### config.mk
export PLATFORM = sky130hd
export DESIGN_NAME = txcfg_regs
export DESIGN_NICKNAME = d
export VERILOG_FILES = /design/src/hw/txcfg_threshold.v /design/src/hw/txcfg_length.v /design/src/hw/txcfg_regs.v
export VERILOG_INCLUDE_DIRS = /design/src /design/src/shared
export SDC_FILE = /design/constraint.sdc
export NUM_CORES = 1
export LEC_CHECK = 0
export ABC_CLOCK_PERIOD_IN_PS = 1900
export BUFFER_PORTS_ARGS = -buffer_cell sky130_fd_sc_hd__buf_2
export CAP_MARGIN = 20
export CORE_ASPECT_RATIO = 0.7
export CORE_MARGIN = 2
export CORE_UTILIZATION = 55
export CTS_BUF_LIST = sky130_fd_sc_hd__clkbuf_8
export DETAILED_ROUTE_END_ITERATION = 6
export PLACE_DENSITY = 0.81
export SYNTH_ARGS = -nofsm -noshare
export SYNTH_HDL_FRONTEND = slang
export SYNTH_SLANG_ARGS = --single-unit
### constraint.sdc
create_clock -name sys_clk_i -period 1.9 [get_ports sys_clk_i]
set_clock_uncertainty 0.1 [all_clocks]
set_input_delay 0.285 -clock sys_clk_i [delete_from_list [all_inputs] [get_ports sys_clk_i]]
set_output_delay 0.285 -clock sys_clk_i [all_outputs]
set_load 0.1 [all_outputs]
### src/shared/txcfg_defines.vh
// constants for the tx pin, sync word and frame length configuration bank
`ifndef TXCFG_DEFINES_VH
`define TXCFG_DEFINES_VH

`define TXCFG_OFF_PIN1      6'h01
`define TXCFG_OFF_PIN0      6'h02
`define TXCFG_OFF_THR       6'h03
`define TXCFG_OFF_MARK_HI   6'h04
`define TXCFG_OFF_MARK_LO   6'h05
`define TXCFG_OFF_FLEN      6'h06

`define TXCFG_RST_PIN1      8'h2E
`define TXCFG_RST_PIN0      8'h3F
`define TXCFG_RST_THR       8'h07
`define TXCFG_RST_MARK_HI   8'hD3
`define TXCFG_RST_MARK_LO   8'h91
`define TXCFG_RST_FLEN      8'hFF

`define TXCFG_BIT_DRIVE     7
`define TXCFG_BIT_TEMP      7
`define TXCFG_BIT_INV       6
`define TXCFG_SEL_MSB       5
`define TXCFG_SEL_RST_PIN1  6'h2E
`define TXCFG_SEL_RST_PIN0  6'h3F
`define TXCFG_SEL_HIGH_Z    6'h2E

`define TXCFG_THR_BASE      7'h3D
`define TXCFG_LEN_FIXED     2'h0
`define TXCFG_LEN_VARIABLE  2'h1
`define TXCFG_LEN_INFINITE  2'h2

`endif

### src/hw/txcfg_threshold.v
// tx queue threshold compare
`timescale 1ns/1ps
`default_nettype none
module txcfg_threshold (
  input  wire       sys_clk_i,
  input  wire       reset_i,
  input  wire [3:0] level_select_i,
  input  wire [6:0] queue_count_i,
  output reg        above_o
);
`include "txcfg_defines.vh"
  // byte count for setting n is 61 - 4n
  function [6:0] thr_bytes;
    input [3:0] n;
    begin
      thr_bytes = `TXCFG_THR_BASE - {1'b0, n, 2'b00};
    end
  endfunction

  always @(posedge sys_clk_i) begin
    if (reset_i) begin
      above_o <= 1'b0;
    end else begin
      above_o <= (queue_count_i >= thr_bytes(level_select_i));
    end
  end
endmodule // txcfg_threshold
`default_nettype wire

### src/hw/txcfg_length.v
// frame length selection from length mode
`timescale 1ns/1ps
`default_nettype none
module txcfg_length (
  input  wire       sys_clk_i,
  input  wire       reset_i,
  input  wire [1:0] length_mode_i,
  input  wire [7:0] fixed_length_i,
  input  wire [7:0] first_byte_i,
  output reg  [7:0] frame_length_o,
  output reg        infinite_o
);
`include "txcfg_defines.vh"
  always @(posedge sys_clk_i) begin
    if (reset_i) begin
      frame_length_o <= `TXCFG_RST_FLEN;
      infinite_o     <= 1'b0;
    end else begin
      case (length_mode_i)
        `TXCFG_LEN_FIXED: begin
          frame_length_o <= fixed_length_i;
          infinite_o     <= 1'b0;
        end
        `TXCFG_LEN_VARIABLE: begin
          frame_length_o <= first_byte_i;
          infinite_o     <= 1'b0;
        end
        `TXCFG_LEN_INFINITE: begin
          frame_length_o <= fixed_length_i;
          infinite_o     <= 1'b1;
        end
        default: begin
          // reserved mode behaves as fixed
          frame_length_o <= fixed_length_i;
          infinite_o     <= 1'b0;
        end
      endcase
    end
  end
endmodule // txcfg_length
`default_nettype wire

### src/hw/txcfg_regs.v
// configuration register bank: output pins, queue threshold, frame marker, length
`timescale 1ns/1ps
`default_nettype none
module txcfg_regs (
  input  wire       sys_clk_i,
  input  wire       reset_i,
  input  wire       soft_reset_i,
  input  wire       reg_wr_i,
  input  wire       reg_rd_i,
  input  wire [5:0] reg_addr_i,
  input  wire [7:0] reg_wdata_i,
  input  wire [6:0] queue_count_i,
  input  wire [1:0] length_mode_i,
  input  wire [7:0] first_byte_i,
  input  wire       pin_zero_signal_i,
  input  wire       pin_one_signal_i,
  output reg  [7:0] reg_rdata_o,
  output reg        reg_hit_o,
  output reg  [5:0] out_pin_zero_select_o,
  output reg  [5:0] out_pin_one_select_o,
  output reg        out_pin_drive_strength_o,
  output reg        general_out_pin_zero_o,
  output reg        general_out_pin_one_o,
  output reg        general_out_pin_one_oe_o,
  output reg        temp_sensor_enable_o,
  output reg  [15:0] frame_marker_o,
  output wire       queue_above_o,
  output wire [7:0] frame_length_o,
  output wire       frame_infinite_o
);
`include "txcfg_defines.vh"

  // ----------------------------------------
  // register storage
  // ----------------------------------------
  reg [7:0] output_pin1_config;
  reg [7:0] output_pin0_config;
  reg [7:0] tx_queue_threshold;
  reg [7:0] frame_marker_high;
  reg [7:0] frame_marker_low;
  reg [7:0] fixed_frame_length;

  wire any_reset = reset_i | soft_reset_i;

  always @(posedge sys_clk_i) begin
    if (any_reset) begin
      output_pin1_config <= `TXCFG_RST_PIN1;
      output_pin0_config <= `TXCFG_RST_PIN0;
      tx_queue_threshold <= `TXCFG_RST_THR;
      frame_marker_high  <= `TXCFG_RST_MARK_HI;
      frame_marker_low   <= `TXCFG_RST_MARK_LO;
      fixed_frame_length <= `TXCFG_RST_FLEN;
    end else if (reg_wr_i) begin
      case (reg_addr_i)
        `TXCFG_OFF_PIN1:    output_pin1_config <= reg_wdata_i;
        `TXCFG_OFF_PIN0:    output_pin0_config <= reg_wdata_i;
        `TXCFG_OFF_THR:     tx_queue_threshold <= reg_wdata_i;
        `TXCFG_OFF_MARK_HI: frame_marker_high  <= reg_wdata_i;
        `TXCFG_OFF_MARK_LO: frame_marker_low   <= reg_wdata_i;
        `TXCFG_OFF_FLEN:    fixed_frame_length <= reg_wdata_i;
        default: begin
        end
      endcase
    end
  end

  // ----------------------------------------
  // read back
  // ----------------------------------------
  reg [7:0] next_rdata;
  reg       next_hit;

  always @* begin
    next_hit = 1'b1;
    case (reg_addr_i)
      `TXCFG_OFF_PIN1:    next_rdata = output_pin1_config;
      `TXCFG_OFF_PIN0:    next_rdata = output_pin0_config;
      `TXCFG_OFF_THR:     next_rdata = tx_queue_threshold;
      `TXCFG_OFF_MARK_HI: next_rdata = frame_marker_high;
      `TXCFG_OFF_MARK_LO: next_rdata = frame_marker_low;
      `TXCFG_OFF_FLEN:    next_rdata = fixed_frame_length;
      default: begin
        next_rdata = 8'h00;
        next_hit   = 1'b0;
      end
    endcase
  end

  always @(posedge sys_clk_i) begin
    if (reset_i) begin
      reg_rdata_o <= 8'h00;
      reg_hit_o   <= 1'b0;
    end else if (reg_rd_i) begin
      reg_rdata_o <= next_rdata;
      reg_hit_o   <= next_hit;
    end
  end

  // ----------------------------------------
  // output pin drive
  // ----------------------------------------
  // select 0x2E on pin 1 means high impedance
  localparam [5:0] SEL_HIGH_Z = `TXCFG_SEL_HIGH_Z;

  always @(posedge sys_clk_i) begin
    if (reset_i) begin
      out_pin_zero_select_o    <= `TXCFG_SEL_RST_PIN0;
      out_pin_one_select_o     <= `TXCFG_SEL_RST_PIN1;
      out_pin_drive_strength_o <= 1'b0;
      general_out_pin_zero_o   <= 1'b0;
      general_out_pin_one_o    <= 1'b0;
      general_out_pin_one_oe_o <= 1'b0;
      temp_sensor_enable_o     <= 1'b0;
      frame_marker_o           <= {`TXCFG_RST_MARK_HI, `TXCFG_RST_MARK_LO};
    end else begin
      out_pin_zero_select_o    <= output_pin0_config[`TXCFG_SEL_MSB:0];
      out_pin_one_select_o     <= output_pin1_config[`TXCFG_SEL_MSB:0];
      out_pin_drive_strength_o <= output_pin1_config[`TXCFG_BIT_DRIVE];
      general_out_pin_zero_o   <= pin_zero_signal_i ^ output_pin0_config[`TXCFG_BIT_INV];
      general_out_pin_one_o    <= pin_one_signal_i ^ output_pin1_config[`TXCFG_BIT_INV];
      general_out_pin_one_oe_o <= (output_pin1_config[`TXCFG_SEL_MSB:0] != SEL_HIGH_Z);
      temp_sensor_enable_o     <= output_pin0_config[`TXCFG_BIT_TEMP];
      frame_marker_o           <= {frame_marker_high, frame_marker_low};
    end
  end

  // ----------------------------------------
  // threshold and length users
  // ----------------------------------------
  txcfg_threshold u_thr (
    .sys_clk_i      (sys_clk_i),
    .reset_i        (reset_i),
    .level_select_i (tx_queue_threshold[3:0]),
    .queue_count_i  (queue_count_i),
    .above_o        (queue_above_o)
  );

  txcfg_length u_len (
    .sys_clk_i      (sys_clk_i),
    .reset_i        (reset_i),
    .length_mode_i  (length_mode_i),
    .fixed_length_i (fixed_frame_length),
    .first_byte_i   (first_byte_i),
    .frame_length_o (frame_length_o),
    .infinite_o     (frame_infinite_o)
  );
endmodule // txcfg_regs
`default_nettype wire

==> impl_metrics.py <==
metrics = {
    "power": {
        "netSwitchingFraction_pct": 27.1,
        "p_clk_share_pct": 34.8,
        "seqPwrFrac_pct": 56.3,
        "p_int_mw": 2.74,
        "leakage_nw": 1.85,
        "ir_drop_mv": 0.484,
        "p_sw_mw": 1.02,
        "power.density_nw_per_um2": 799,
        "comb_power_share_pct": 8.9,
    },
    "run_status": {
        "status": "finished clean",
    },
    "cells_and_area": {
        "fill_cells": 551,
        "diodes": 0,
        "multi_input_area_um2": 1780,
        "fin_nets": 538,
        "register_area_um2": 2000,
        "drive_gt1_share_pct": 30.9,
        "layout_commonest_cell": "dfxtp_1",
        "layout_common_cells": "dfxtp_1 (100), buf_2 (89), nand3_1 (61)",
        "syn2layout_area_growth_pct": 20.1,
        "postLayoutCellArea_um2": 4700,
        "finalNonFillerCells": 595,
        "fin_util_pct": 69.0,
    },
    "sta": {
        "final_max_slew_viol_count": 0,
        "rsz0062_at_grt": "false",
        "setup_ws_ns": 0.336,
        "period_minus_slack_ns": 1.56,
        "worst_pin_slew_ns": 0.493,
        "slew_headroom_pct": 67.4,
        "setup_tns_ns": 0,
        "clock.fmax_ghz": 0.639,
        "period_share_pct": 82.3,
        "setup_violations": 0,
        "hold_viol_final": 0,
    },
    "floorplanning": {
        "die_h_um": 74.6,
        "core_um2": 6820,
        "pin_count": 90,
        "rows": 25,
        "dieArea_um2": 7820,
        "die-width_um": 105,
        "initial_core_util_pct": 57.4,
    },
    "clock_tree": {
        "cts-root-buf": "clkbuf_8",
        "path_clk_slew_ns": 0.10,
        "clkSinkCount": 100,
        "numCtsBuffers": 9,
        "cts.path.max_buffers": 2,
        "htree_levels": 3,
        "cts_tree": "done",
        "clock_latency_ns": 0.37,
        "cts.repair.resized": 0,
    },
    "yosys": {
        "ys.flop_type": "dfxtp_1",
        "synth_edf_count": 0,
        "ys_ff_latch": 100,
        "synth_cell_types": 39,
        "ys_async_sr_fraction_pct": 0,
        "yosysSeqAreaShare_pct": 51.1,
        "synth.net_count": 448,
        "synth_area_um2": 3920,
        "ys_warn_count": 0,
        "synth_cells": 406,
        "synth_area_per_cell_um2": 9.65,
    },
    "setup_path": {
        "cp_slowest_cell": "buf_2",
        "crit_required_ns": 1.51,
        "crit_fanout": 2,
        "cpPeakStageDelay_ns": 0.44,
        "path_buf_inv": 1,
        "crit_chain": "buf_2",
        "arrival_ns": 1.18,
        "path_class": "reg2out",
        "crit_family": "buffers and inverters",
        "start_kind": "flip-flop",
        "critPathCaptureType": "output pin",
    },
    "global_routing": {
        "grtUsageTotal_pct": 25.3,
        "grt_start_max_net_pins": 55,
        "grt_pass1_wl_mm": 15.3,
        "first_global_vias": 3080,
        "grt_antenna_before_repair": 0,
        "overflow": 0,
    },
    "place": {
        "port_buffers": 89,
        "gp_congestion": 0.948,
        "hpwlAfterDp_mm": 6.87,
        "place_area_um2": 4500,
        "dp_slack_ns": 0.0874,
        "placed_cells": 578,
    },
    "drt": {
        "via_count": 3293,
        "drc": 0,
        "wl_per_cell_um": 16.1,
        "wirelength_mm": 9.60,
        "first_pass_iters": 7,
        "post_drt_via_cell_ratio": 5.53,
        "postRouteAntennaNets": 0,
        "drt_iter0_markers": 205,
    },
    "hold_path": {
        "min_path_type": "in2reg",
    },
    "flow_run": {
        "maxCapViolations": 0,
    },
}
layer usage:
| metal | track usage [%] | routed length, um |
|---|---|---|
| met5 | 0 | 0 |
| met4 | 9.33 | 161 |
| met3 | 5.78 | 945 |
| met2 | 41.8 | 4350 |
| met1 | 33.2 | 4140 |
flip-flops by register name, summed over array words and instances (netlist names):
signal	flops
fixed_frame_length	8
frame_marker_high	8
frame_marker_low	8
frame_marker_o	16
general_out_pin_one_o	1
general_out_pin_one_oe_o	1
general_out_pin_zero_o	1
out_pin_drive_strength_o	1
out_pin_one_select_o	6
out_pin_zero_select_o	6
output_pin0_config	8
output_pin1_config	8
reg_hit_o	1
reg_rdata_o	8
temp_sensor_enable_o	1
tx_queue_threshold	8
u_len.frame_length_o	8
u_len.infinite_o	1
u_thr.above_o	1
cells by family after synthesis:
group                    count (synthesis)  synth area share (%)
adder cells (fa/ha/maj)                  4                  1.28
buffers and inverters                   28                  3.51
XOR/XNOR                                 2                 0.447
multiplexers                            32                  8.18
AO/OA/AOI/OAI                           27                  6.61
AND/OR/NAND/NOR                        213                  28.9
flip-flops                             100                  51.1
final timing paths:
kind	from	to	slack (ns)	cells after the start
worst max-delay path	reg_rdata_o[2]	reg_rdata_o[2]	0.34	1
worst min-delay path	first_byte_i[1]	u_len.frame_length_o[1]	0.01	2
worst max register to register	tx_queue_threshold[0]	u_thr.above_o	0.49	5
worst min register to register	reg_hit_o	reg_hit_o	0.36	2
repair_timing:
action	4_1_cts	5_1_grt
hold buffers	1	0
buffers inserted	0	0
hold endpoints to repair	1	0
power groups by stage:
stage	Sequential, mW	Combinational, mW	Clock [mW]
5_1_grt	2.12	0.356	1.41
4_1_cts	2.11	0.333	1.31
3_5_place_dp	2.16	0.330	0
3_3_place_gp	2.16	0.323	0
2_1_floorplan	2.26	0.114	0
6_report	2.11	0.336	1.31
final cells by class:
| class | instances | area share [%] |
|---|---|---|
| inverter | 2 | 0.160 |
| timing repair buffer | 105 | 12.9 |
| clock buffer | 10 | 2.93 |
| clock inverter | 6 | 1.17 |
| multi-input combinational | 278 | 37.8 |
| sequential | 100 | 42.6 |
| tap | 94 | 2.50 |
synthesized netlist by cell type, types with 2 or more instances:
library cell | n | area share [%]
and3_1 | 9 | 1.4
buf_4 | 2 | 0.38
a221oi_2 | 8 | 3.1
or2_2 | 19 | 3.0
ha_1 | 4 | 1.3
nand3_1 | 61 | 7.8
mux2i_1 | 32 | 8.2
nor2b_1 | 22 | 3.5
xnor2_1 | 2 | 0.45
and4_1 | 7 | 1.6
buf_6 | 2 | 0.58
a211o_1 | 8 | 1.8
buf_2 | 8 | 1.0
clkbuf_1 | 12 | 1.2
nand3b_1 | 2 | 0.38
and3_2 | 3 | 0.58
nand2_1 | 57 | 5.5
a21oi_1 | 6 | 0.77
nor3_1 | 2 | 0.26
nor2_1 | 21 | 2.0
buf_1 | 2 | 0.19
dfxtp_1 | 100 | 51
through the flow:
stage               power [mW]  hold slack [ns]
floorplan                 2.38            0.261
global placement          2.49            0.344
detailed placement        2.49            0.347
CTS                       3.76          0.00644
global route              3.89          0.00302
finish                    3.76           0.0120
Power figures use the tool's default switching activity.
